**src/hw/lcd_i2c_pkg.sv**
```systemverilog
package lcd_i2c_pkg;

	// two-wire slave address window
	localparam logic [6:0] SLAVE_ADDR_FIRST = 7'h3C;
	localparam logic [6:0] SLAVE_ADDR_LAST  = 7'h3F;
	localparam logic [3:0] BITS_PER_BYTE    = 4'h8;

	// display RAM geometry
	localparam int         TEXT_DEPTH       = 80;
	localparam int         GLYPH_DEPTH      = 64;
	localparam logic [6:0] ONE_LINE_LAST    = 7'h4F;
	localparam logic [6:0] ROW1_FIRST       = 7'h00;
	localparam logic [6:0] ROW1_LAST        = 7'h27;
	localparam logic [6:0] ROW2_FIRST       = 7'h40;
	localparam logic [6:0] ROW2_LAST        = 7'h67;
	localparam logic [7:0] ROW_LEN_TWO      = 8'h28;
	localparam logic [7:0] ROW_LEN_ONE      = 8'h50;
	localparam logic [7:0] BLANK_CHAR       = 8'h20;

	// internal operation time
	localparam int         CLK_PERIOD_NS    = 5;
	localparam int         BUSY_TIME_NS     = 27000;
	localparam int         BUSY_CYCLES      = (BUSY_TIME_NS + CLK_PERIOD_NS - 1) / CLK_PERIOD_NS;
	localparam int         BUSY_COUNT_W     = 20;

	// register map, byte addresses
	localparam logic [7:0] REG_STATUS       = 8'h00;
	localparam logic [7:0] REG_CONTROL      = 8'h04;
	localparam logic [7:0] REG_RAM_INDEX    = 8'h08;
	localparam logic [7:0] REG_RAM_DATA     = 8'h0C;
	localparam logic [7:0] REG_DISPLAY_MAP  = 8'h10;

	// field positions
	localparam int         ST_BUSY_BIT      = 7;
	localparam int         ST_TWO_LINE_BIT  = 8;
	localparam int         ST_INC_BIT       = 9;
	localparam int         ST_DISP_ON_BIT   = 10;
	localparam int         ST_GLYPH_BIT     = 11;
	localparam int         ST_SHIFT_LSB     = 12;
	localparam int         CTL_ENABLE_BIT   = 0;
	localparam int         MAP_ROW_BIT      = 8;
	localparam int         MAP_ADDR_LSB     = 16;

	localparam logic [1:0] RESP_OKAY        = 2'h0;
	localparam logic [1:0] RESP_SLVERR      = 2'h2;

	typedef enum logic [2:0] {
		PH_IDLE   = 3'b000,
		PH_ADDR   = 3'b001,
		PH_CTRL   = 3'b010,
		PH_DATA   = 3'b011,
		PH_IGNORE = 3'b100
	} phase_type;

endpackage

```
**src/hw/lcd_i2c_write_receiver.sv**
```systemverilog
// Functional notes
// - answer addresses 0x3C through 0x3F only
// - acknowledge match, else ignore until START
// - command word is control byte plus data
// - cleared top bit ends control bytes
// - acknowledge every control and data byte
// - select one: store RAM, advance pointer
// - select zero: decode byte as instruction
// - data byte buffered, moved into target RAM
// - instruction register written only, never read
// - busy flag blocks new instructions
// - counter loaded by instruction, steps by one
// - status shows counter beside busy flag
// - eighty character codes, all usable
// - one-line mode shows from address zero
// - two-line rows start 0x00 and 0x40
// - shift rotates each row by one
// - START and STOP seen while clock high
// - acknowledge holds data low through ninth pulse
//
// The AXI4-Lite register port and the register addresses are this design's own decisions.
`timescale 1ns/1ps
`default_nettype none
module lcd_i2c_write_receiver #(
	parameter int BUSY_CYCLES = lcd_i2c_pkg::BUSY_CYCLES
) (
	input  wire logic        core_clk_i,
	input  wire logic        rst_i,
	input  wire logic        ce_i,
	input  wire logic        scl_i,
	input  wire logic        sda_i,
	output logic             sda_o,
	output logic             sda_oe_o,
	output logic             busy_flag_o,
	output logic [6:0]       address_counter_o,
	output logic             two_line_o,
	input  wire logic        axi_awvalid_i,
	output logic             axi_awready_o,
	input  wire logic [7:0]  axi_awaddr_i,
	input  wire logic        axi_wvalid_i,
	output logic             axi_wready_o,
	input  wire logic [31:0] axi_wdata_i,
	input  wire logic [3:0]  axi_wstrb_i,
	output logic             axi_bvalid_o,
	input  wire logic        axi_bready_i,
	output logic [1:0]       axi_bresp_o,
	input  wire logic        axi_arvalid_i,
	output logic             axi_arready_o,
	input  wire logic [7:0]  axi_araddr_i,
	output logic             axi_rvalid_o,
	input  wire logic        axi_rready_i,
	output logic [31:0]      axi_rdata_o,
	output logic [1:0]       axi_rresp_o
);

	localparam logic [lcd_i2c_pkg::BUSY_COUNT_W-1:0] BUSY_LOAD =
		lcd_i2c_pkg::BUSY_COUNT_W'(BUSY_CYCLES);

	typedef struct packed {
		logic [1:0]                               scl_sync;
		logic [1:0]                               sda_sync;
		logic                                     scl_prev;
		logic                                     sda_prev;
		lcd_i2c_pkg::phase_type                   phase;
		logic [3:0]                               bit_cnt;
		logic [7:0]                               shift;
		logic                                     ack_drive;
		logic                                     more_ctrl;
		logic                                     register_select;
		logic [7:0]                               data_holding_register;
		logic [7:0]                               instruction_holding_register;
		logic [6:0]                               address_counter;
		logic                                     glyph_target;
		logic                                     increment;
		logic                                     two_line;
		logic                                     display_on;
		logic [6:0]                               display_shift;
		logic [lcd_i2c_pkg::BUSY_COUNT_W-1:0]     busy_count;
		logic                                     bus_enable;
		logic [6:0]                               ram_index;
		logic [5:0]                               map_column;
		logic                                     map_row;
		logic [lcd_i2c_pkg::TEXT_DEPTH-1:0][7:0]  character_display_ram;
		logic [lcd_i2c_pkg::GLYPH_DEPTH-1:0][7:0] user_glyph_ram;
		logic                                     aw_held;
		logic                                     w_held;
		logic [7:0]                               aw_addr;
		logic [31:0]                              w_data;
		logic [3:0]                               w_strb;
		logic                                     bvalid;
		logic [1:0]                               bresp;
		logic                                     rvalid;
		logic [31:0]                              rdata;
		logic [1:0]                               rresp;
	} state_type;

	state_type state;
	state_type next_state;

	// display address to physical slot; all ones outside the mode's ranges
	function automatic logic [7:0] display_slot(input logic [6:0] addr, input logic two);
		logic [7:0] slot;
		slot = 8'hFF;
		if (!two) begin
			if (addr <= lcd_i2c_pkg::ONE_LINE_LAST) begin
				slot = {1'b0, addr};
			end
		end else if (addr <= lcd_i2c_pkg::ROW1_LAST) begin
			slot = {1'b0, addr};
		end else if (addr >= lcd_i2c_pkg::ROW2_FIRST && addr <= lcd_i2c_pkg::ROW2_LAST) begin
			slot = {1'b0, addr - lcd_i2c_pkg::ROW2_FIRST} + lcd_i2c_pkg::ROW_LEN_TWO;
		end
		return slot;
	endfunction

	// counter step by one with wrap per target and line mode
	function automatic logic [6:0] step_addr(input logic [6:0] addr, input logic up,
			input logic glyph, input logic two);
		logic [6:0] res;
		res = up ? addr + 7'h01 : addr - 7'h01;
		if (glyph) begin
			res = {1'b0, res[5:0]};
		end else if (!two) begin
			if (up && addr == lcd_i2c_pkg::ONE_LINE_LAST) begin
				res = lcd_i2c_pkg::ROW1_FIRST;
			end else if (!up && addr == lcd_i2c_pkg::ROW1_FIRST) begin
				res = lcd_i2c_pkg::ONE_LINE_LAST;
			end
		end else if (up) begin
			if (addr == lcd_i2c_pkg::ROW1_LAST) begin
				res = lcd_i2c_pkg::ROW2_FIRST;
			end else if (addr == lcd_i2c_pkg::ROW2_LAST) begin
				res = lcd_i2c_pkg::ROW1_FIRST;
			end
		end else begin
			if (addr == lcd_i2c_pkg::ROW1_FIRST) begin
				res = lcd_i2c_pkg::ROW2_LAST;
			end else if (addr == lcd_i2c_pkg::ROW2_FIRST) begin
				res = lcd_i2c_pkg::ROW1_LAST;
			end
		end
		return res;
	endfunction

	function automatic logic [7:0] wrap_len(input logic [7:0] value, input logic [7:0] len);
		logic [7:0] res;
		res = value;
		if (res >= len) begin
			res = res - len;
		end
		if (res >= len) begin
			res = res - len;
		end
		return res;
	endfunction

	// address shown at a column and row for the current shift
	function automatic logic [6:0] shown_addr(input logic [5:0] col, input logic row,
			input logic [6:0] shift, input logic two);
		logic [7:0] pos;
		pos = {2'h0, col} + {1'b0, shift};
		if (two) begin
			pos = wrap_len(pos, lcd_i2c_pkg::ROW_LEN_TWO);
			return (row ? lcd_i2c_pkg::ROW2_FIRST : lcd_i2c_pkg::ROW1_FIRST) + pos[6:0];
		end
		pos = wrap_len(pos, lcd_i2c_pkg::ROW_LEN_ONE);
		return pos[6:0];
	endfunction

	function automatic logic [6:0] step_shift(input logic [6:0] shift, input logic left,
			input logic two);
		logic [6:0] last;
		last = two ? 7'(lcd_i2c_pkg::ROW_LEN_TWO - 8'h01) : 7'(lcd_i2c_pkg::ROW_LEN_ONE - 8'h01);
		if (left) begin
			return (shift >= last) ? 7'h00 : shift + 7'h01;
		end
		return (shift == 7'h00 || shift > last) ? last : shift - 7'h01;
	endfunction

	function automatic logic reg_mapped(input logic [7:0] addr);
		return addr == lcd_i2c_pkg::REG_STATUS || addr == lcd_i2c_pkg::REG_CONTROL ||
			addr == lcd_i2c_pkg::REG_RAM_INDEX || addr == lcd_i2c_pkg::REG_RAM_DATA ||
			addr == lcd_i2c_pkg::REG_DISPLAY_MAP;
	endfunction

	// instruction holding register has no read path
	function automatic logic [31:0] read_reg(input state_type s, input logic [7:0] addr);
		logic [31:0] val;
		logic [7:0]  slot;
		val  = 32'h0000_0000;
		slot = display_slot(s.ram_index, s.two_line);
		unique case (addr)
			lcd_i2c_pkg::REG_STATUS: begin
				val[6:0]                          = s.address_counter;
				val[lcd_i2c_pkg::ST_BUSY_BIT]     = (s.busy_count != '0);
				val[lcd_i2c_pkg::ST_TWO_LINE_BIT] = s.two_line;
				val[lcd_i2c_pkg::ST_INC_BIT]      = s.increment;
				val[lcd_i2c_pkg::ST_DISP_ON_BIT]  = s.display_on;
				val[lcd_i2c_pkg::ST_GLYPH_BIT]    = s.glyph_target;
				val[lcd_i2c_pkg::ST_SHIFT_LSB +: 7] = s.display_shift;
			end
			lcd_i2c_pkg::REG_CONTROL:   val[lcd_i2c_pkg::CTL_ENABLE_BIT] = s.bus_enable;
			lcd_i2c_pkg::REG_RAM_INDEX: val[6:0] = s.ram_index;
			lcd_i2c_pkg::REG_RAM_DATA: begin
				if (slot != 8'hFF) begin
					val[7:0] = s.character_display_ram[slot[6:0]];
				end
			end
			lcd_i2c_pkg::REG_DISPLAY_MAP: begin
				val[5:0]                          = s.map_column;
				val[lcd_i2c_pkg::MAP_ROW_BIT]     = s.map_row;
				val[lcd_i2c_pkg::MAP_ADDR_LSB +: 7] =
					shown_addr(s.map_column, s.map_row, s.display_shift, s.two_line);
			end
			default: val = 32'h0000_0000;
		endcase
		return val;
	endfunction

	always_comb begin
		logic       scl_rise;
		logic       scl_fall;
		logic       start_seen;
		logic       stop_seen;
		logic [7:0] byte_in;
		logic [7:0] slot;
		logic [31:0] merged;
		scl_rise   = 1'b0;
		scl_fall   = 1'b0;
		start_seen = 1'b0;
		stop_seen  = 1'b0;
		byte_in    = 8'h00;
		slot       = 8'hFF;
		merged     = 32'h0000_0000;
		next_state = state;
		if (ce_i) begin
			next_state.scl_sync = {state.scl_sync[0], scl_i};
			next_state.sda_sync = {state.sda_sync[0], sda_i};
			next_state.scl_prev = state.scl_sync[1];
			next_state.sda_prev = state.sda_sync[1];
			scl_rise   = state.scl_sync[1] && !state.scl_prev;
			scl_fall   = !state.scl_sync[1] && state.scl_prev;
			start_seen = state.scl_sync[1] && state.scl_prev && state.sda_prev && !state.sda_sync[1];
			stop_seen  = state.scl_sync[1] && state.scl_prev && !state.sda_prev && state.sda_sync[1];
			if (state.busy_count != '0) begin
				next_state.busy_count = state.busy_count - 1'b1;
			end

			if (stop_seen || !state.bus_enable) begin
				next_state.phase     = lcd_i2c_pkg::PH_IDLE;
				next_state.bit_cnt   = 4'h0;
				next_state.ack_drive = 1'b0;
			end else if (start_seen) begin
				next_state.phase     = lcd_i2c_pkg::PH_ADDR;
				next_state.bit_cnt   = 4'h0;
				next_state.ack_drive = 1'b0;
			end else if (state.phase != lcd_i2c_pkg::PH_IDLE &&
					state.phase != lcd_i2c_pkg::PH_IGNORE) begin
				if (scl_rise && state.bit_cnt < lcd_i2c_pkg::BITS_PER_BYTE) begin
					next_state.shift   = {state.shift[6:0], state.sda_sync[1]};
					next_state.bit_cnt = state.bit_cnt + 4'h1;
				end else if (scl_fall && state.ack_drive) begin
					next_state.ack_drive = 1'b0;
					next_state.bit_cnt   = 4'h0;
				end else if (scl_fall && state.bit_cnt == lcd_i2c_pkg::BITS_PER_BYTE) begin
					byte_in = state.shift;
					unique case (state.phase)
						lcd_i2c_pkg::PH_ADDR: begin
							if (byte_in[7:1] >= lcd_i2c_pkg::SLAVE_ADDR_FIRST &&
									byte_in[7:1] <= lcd_i2c_pkg::SLAVE_ADDR_LAST &&
									!byte_in[0]) begin
								next_state.ack_drive = 1'b1;
								next_state.phase     = lcd_i2c_pkg::PH_CTRL;
							end else begin
								next_state.phase = lcd_i2c_pkg::PH_IGNORE;
							end
						end
						lcd_i2c_pkg::PH_CTRL: begin
							next_state.ack_drive       = 1'b1;
							next_state.more_ctrl       = byte_in[7];
							next_state.register_select = byte_in[6];
							next_state.phase           = lcd_i2c_pkg::PH_DATA;
						end
						default: begin
							next_state.ack_drive = 1'b1;
							next_state.phase     = state.more_ctrl ? lcd_i2c_pkg::PH_CTRL
								: lcd_i2c_pkg::PH_DATA;
							if (state.busy_count == '0) begin
								next_state.busy_count = BUSY_LOAD;
								if (state.register_select) begin
									next_state.data_holding_register = byte_in;
									if (state.glyph_target) begin
										next_state.user_glyph_ram[state.address_counter[5:0]] =
											byte_in;
									end else begin
										slot = display_slot(state.address_counter, state.two_line);
										if (slot != 8'hFF) begin
											next_state.character_display_ram[slot[6:0]] =
												byte_in;
										end
									end
									next_state.address_counter = step_addr(state.address_counter,
										state.increment, state.glyph_target, state.two_line);
								end else begin
									next_state.instruction_holding_register = byte_in;
									if (byte_in[7]) begin
										next_state.address_counter = byte_in[6:0];
										next_state.glyph_target    = 1'b0;
									end else if (byte_in[6]) begin
										next_state.address_counter = {1'b0, byte_in[5:0]};
										next_state.glyph_target    = 1'b1;
									end else if (byte_in[5]) begin
										next_state.two_line      = byte_in[3];
										next_state.display_shift = 7'h00;
									end else if (byte_in[4]) begin
										if (byte_in[3]) begin
											next_state.display_shift = step_shift(state.display_shift,
												!byte_in[2], state.two_line);
										end else begin
											next_state.address_counter = step_addr(state.address_counter,
												byte_in[2], state.glyph_target, state.two_line);
										end
									end else if (byte_in[3]) begin
										next_state.display_on = byte_in[2];
									end else if (byte_in[2]) begin
										next_state.increment = byte_in[1];
									end else if (byte_in[1]) begin
										next_state.address_counter = lcd_i2c_pkg::ROW1_FIRST;
										next_state.display_shift   = 7'h00;
										next_state.glyph_target    = 1'b0;
									end else if (byte_in[0]) begin
										for (int i = 0; i < lcd_i2c_pkg::TEXT_DEPTH; i++) begin
											next_state.character_display_ram[i] = lcd_i2c_pkg::BLANK_CHAR;
										end
										next_state.address_counter = lcd_i2c_pkg::ROW1_FIRST;
										next_state.display_shift   = 7'h00;
										next_state.increment       = 1'b1;
										next_state.glyph_target    = 1'b0;
									end
								end
							end
						end
					endcase
				end
			end

			// register bus
			if (axi_awvalid_i && axi_awready_o) begin
				next_state.aw_held = 1'b1;
				next_state.aw_addr = axi_awaddr_i;
			end
			if (axi_wvalid_i && axi_wready_o) begin
				next_state.w_held = 1'b1;
				next_state.w_data = axi_wdata_i;
				next_state.w_strb = axi_wstrb_i;
			end
			if (state.aw_held && state.w_held && !state.bvalid) begin
				next_state.aw_held = 1'b0;
				next_state.w_held  = 1'b0;
				next_state.bvalid  = 1'b1;
				next_state.bresp   = reg_mapped(state.aw_addr) ? lcd_i2c_pkg::RESP_OKAY
					: lcd_i2c_pkg::RESP_SLVERR;
				merged = read_reg(state, state.aw_addr);
				for (int b = 0; b < 4; b++) begin
					if (state.w_strb[b]) begin
						merged[b*8 +: 8] = state.w_data[b*8 +: 8];
					end
				end
				unique case (state.aw_addr)
					lcd_i2c_pkg::REG_CONTROL:
						next_state.bus_enable = merged[lcd_i2c_pkg::CTL_ENABLE_BIT];
					lcd_i2c_pkg::REG_RAM_INDEX:
						next_state.ram_index = merged[6:0];
					lcd_i2c_pkg::REG_DISPLAY_MAP: begin
						next_state.map_column = merged[5:0];
						next_state.map_row    = merged[lcd_i2c_pkg::MAP_ROW_BIT];
					end
					default: next_state.bus_enable = state.bus_enable;
				endcase
			end
			if (state.bvalid && axi_bready_i) begin
				next_state.bvalid = 1'b0;
			end
			if (state.rvalid && axi_rready_i) begin
				next_state.rvalid = 1'b0;
			end
			if (axi_arvalid_i && axi_arready_o) begin
				next_state.rvalid = 1'b1;
				next_state.rdata  = read_reg(state, axi_araddr_i);
				next_state.rresp  = reg_mapped(axi_araddr_i) ? lcd_i2c_pkg::RESP_OKAY
					: lcd_i2c_pkg::RESP_SLVERR;
			end
		end
	end

	always_ff @(posedge core_clk_i) begin
		if (rst_i) begin
			state            <= '0;
			state.scl_sync   <= 2'h3;
			state.sda_sync   <= 2'h3;
			state.scl_prev   <= 1'b1;
			state.sda_prev   <= 1'b1;
			state.increment  <= 1'b1;
			state.bus_enable <= 1'b1;
		end else begin
			state <= next_state;
		end
	end

	assign sda_o             = 1'b0;
	assign sda_oe_o          = state.ack_drive;
	assign busy_flag_o       = (state.busy_count != '0);
	assign address_counter_o = state.address_counter;
	assign two_line_o        = state.two_line;
	assign axi_awready_o     = ce_i && !state.aw_held && !state.bvalid;
	assign axi_wready_o      = ce_i && !state.w_held && !state.bvalid;
	assign axi_bvalid_o      = state.bvalid;
	assign axi_bresp_o       = state.bresp;
	assign axi_arready_o     = ce_i && !state.rvalid;
	assign axi_rvalid_o      = state.rvalid;
	assign axi_rdata_o       = state.rdata;
	assign axi_rresp_o       = state.rresp;

endmodule
`default_nettype wire

```
**config.mk**
```make
export PLATFORM = sky130hd
export DESIGN_NAME = lcd_i2c_write_receiver
export DESIGN_NICKNAME = d
export VERILOG_FILES = /design/src/hw/lcd_i2c_pkg.sv /design/src/hw/lcd_i2c_write_receiver.sv
export SDC_FILE = /design/constraint.sdc
export NUM_CORES = 2
export LEC_CHECK = 0
export CORE_ASPECT_RATIO = 1.4
export CORE_UTILIZATION = 58
export CTS_BUF_LIST = sky130_fd_sc_hd__clkbuf_16
export DETAILED_ROUTE_END_ITERATION = 16
export DONT_BUFFER_PORTS = 1
export PLACE_DENSITY = 0.76
export SETUP_SLACK_MARGIN = 0.15
export SLEW_MARGIN = 40
export SYNTH_ARGS = -nofsm -noshare
export SYNTH_HDL_FRONTEND = slang
export SYNTH_SLANG_ARGS = --single-unit
```
**constraint.sdc**
```tcl
create_clock -name core_clk_i -period 5.4 [get_ports core_clk_i]
set_input_delay 1.08 -clock core_clk_i [delete_from_list [all_inputs] [get_ports core_clk_i]]
set_output_delay 1.08 -clock core_clk_i [all_outputs]
set_load 0.02 [all_outputs]
```
==> flow_summary.toml <==
[synth]
synth_ff_type = "dfxtp_1"
ys_top_cells_by_count = "799 x nor2_1, 764 x dfxtp_1, 599 x nand2_1, 548 x a22oi_1, 353 x a22o_1"
synth-edff-count = 0
syn-mean-instance-area_um2 = 8.00
synthArstFlopShare_pct = 0
syn_inst = 5128
synth.distinct_cells = 116
ys_seq_area_share_pct = 37.3
synth.most_common_cell = "nor2_1"
synth_area_um2 = 41000
ys_top_cells_by_area = "dfxtp_1 37%, a22oi_1 10%, a22o_1 7.5%, nor2_1 7.3%, nand2_1 5.5%"
yosys.area.top_type = "dfxtp_1"
synth_top_area_share_pct = 37.3
ys_seq_elements = 764
ys_warn_count = 0

[layout]
area_growth_pct = 9.04
multi_input_area_um2 = 23400
seq_area_um2 = 15300
nFillCells = 6100
final_nets = 5058
drive_gt1_share_pct = 10.8
stdcell_count = 5960
final_core_util_pct = 63.9

[power]
ir_drop_uv = 240
power.share.clock_pct = 44.6
intPower_uw = 8630
p_switching_uw = 2780
p_seq_share_pct = 50.6
pwr-share-comb_pct = 4.8
p_leak_uw = 0.0152
powerDensity_nw_per_um2 = 255
swShare_pct = 24.4

[placement]
post-place-cells = 5792
gp_congestion = 1.00
port_buffers = 0
hpwl_um = 88700

[routing]
avgRoutedWirePerCell_um = 23.8
ant_nets = 0
drt_iter0_drc = 5973
route.vias.total = 41082
first_pass_iters = 13
wirelength_um = 142000
drc = 1
via_per_inst = 6.89

[worst_setup_path]
required_ns = 5.94
crit_path_max_incr_delay_ns = 0.35
crit_fanout = 3
worst_path_most_repeated_cell = "ha_4"
critPathLaunchType = "register"
crit_slowest_cell = "dfxtp_2"
end_kind = "register"
critPathArrivalTime_ns = 6.05
criticalPathCategory = "reg2reg"

[clock_tree]
cts_buffers = 77
clk_pin_slew_worst_paths_ns = 0.07
clockBufferDepth = 3
clock_latency_ns = 0.66
cts_root_buf = "clkbuf_16"
hold_buffers = 0
cts_tree = "built"
htreeDepth = 3
clock_sinks = 764

[status]
violations = "design-rule violations, negative setup slack"
status = "finished with violations"

[grt]
gr-total-overflow = 0
grt_max_degree = 753
grt.total_usage_pct = 38.0
grt_pass1_wl_um = 215000
grt_pass1_vias = 37296
antenna_found_initial = 2

[sta]
rsz0062_at_grt = "true"
min_period_over_period_pct = 102
slew_viol_final = 0
clock.fmax_ghz = 0.181
whs_ns = 0.455
relSlewSlack_pct = 31.8
setup_ws_ns = -0.111
worst_pin_slew_ns = 1.02
min_period_ns = 5.51
finalSetupViolCount = 2
final-hold-violation-count = 0
fin_skew_ns = 0.0337

[floorplan]
io_pins = 114
core_area_um2 = 70100
die_w_um = 227
start_util_pct = 58.6
dieHeight_um = 317
rows = 115
die_area_um2 = 71800

[hold_path]
hold_class = "reg2reg"

[run]
maxCapViolations = 0
==> flip-flops by register name (all words and copies together) (netlist names) <==
signal             cells
axi_bresp_o            1
state                728
address_counter_o      7
axi_bvalid_o           1
axi_rdata_o           23
axi_rresp_o            1
two_line_o             1
sda_oe_o               1
axi_rvalid_o           1
==> power by group through the flow <==
| stage | clock network (µW) | registers, µW | logic (µW) |
|---|---|---|---|
| 2_1_floorplan | 0 | 5880 | 467 |
| 3_5_place_dp | 0 | 5900 | 451 |
| 6_report | 5090 | 5780 | 542 |
| 4_1_cts | 5110 | 5780 | 458 |
| 3_3_place_gp | 0 | 5900 | 436 |
| 5_1_grt | 5330 | 5790 | 609 |
==> placed cells by master (no fill, tap or decap), drive strengths merged, types with 17 or more instances in the layout <==
master / count
a211oi: 94
a21oi: 154
a221oi: 95
a22o: 353
a22oi: 550
a311oi: 87
a31oi: 24
a32oi: 23
and2: 70
and3: 34
buf: 250
clkbuf: 80
clkinv: 36
dfxtp: 764
ha: 31
inv: 135
mux2: 28
mux2i: 84
nand2: 601
nand3: 66
nor2: 849
nor2b: 25
nor3: 98
o21ai: 150
o221ai: 25
o22ai: 37
o31ai: 17
xnor2: 29
==> stage by stage <==
step           power [µW]  setup WS [ns]  area [µm²]  TNS (ns)
2_1_floorplan        6350        -0.0316       41200   -0.0572
3_3_place_gp         6340         -0.199       42000    -0.374
3_5_place_dp         6360         -0.300       42000    -0.584
4_1_cts             11300        -0.0452       44500   -0.0452
5_1_grt             11700         -0.323       44800    -0.644
6_report            11400         -0.111       44800    -0.189
==> layer usage <==
| metal | vias to the layer above | track usage [%] | wire (µm) |
|---|---|---|---|
| met4 | 2 | 28.3 | 11200 |
| li1 | 18487 | - | - |
| met3 | 588 | 7.12 | 13900 |
| met5 | - | 0 | 19 |
| met1 | 19649 | 46.8 | 53000 |
| met2 | 2356 | 59.2 | 63500 |
==> what timing repair did <==
item,in CTS,in global routing
pin swaps,20,6
buffers inserted,19,5
endpoints found under the setup margin,2,2
gates resized for setup,9,10
==> cells by family (layout without fill, tap and decap cells) <==
| logic type | after synthesis | count (layout) | synth area share, % |
|---|---|---|---|
| buf+inv | 620 | 504 | 6.63 |
| other cells | 1 | 13 | 0.00914 |
| xor+xnor | 45 | 45 | 1.04 |
| fa+ha+maj | 33 | 33 | 1.02 |
| mux | 116 | 116 | 3.05 |
| flops | 764 | 764 | 37.3 |
| compound gates | 1724 | 1724 | 31.9 |
| simple gates | 1825 | 1825 | 19.1 |
==> layout make-up <==
cell class	instances	area share, %
multi-input cells	3755	52.2
well taps	936	2.62
inverters	116	0.973
diodes	1	0.00559
clock inverters	58	0.685
repair buffers	250	4.78
clock buffers	80	4.47
flip-flops and latches	764	34.2
==> critical path, delay by kind of cell, from the launching register on <==
kind | cells | cell delay, ns
XOR/XNOR | 2 | 0.29
AND/OR/NAND/NOR | 6 | 0.76
AO/OA/AOI/OAI | 13 | 2.34
flip-flops | 1 | 0.35
buffers and inverters | 5 | 0.51
adder cells (fa/ha/maj) | 6 | 1.17
==> path summary, 6_finish.rpt <==
check	end	depth (start not counted)	start	slack (ns)
hold / removal	state[1236]	2	state[50]	0.46
setup / recovery	axi_rdata_o[21]	32	state[1237]	-0.11
hold reg to reg	state[1236]	2	state[50]	0.46
setup reg to reg	axi_rdata_o[21]	32	state[1237]	-0.11
Note: power is estimated with default switching activity, not from simulation.
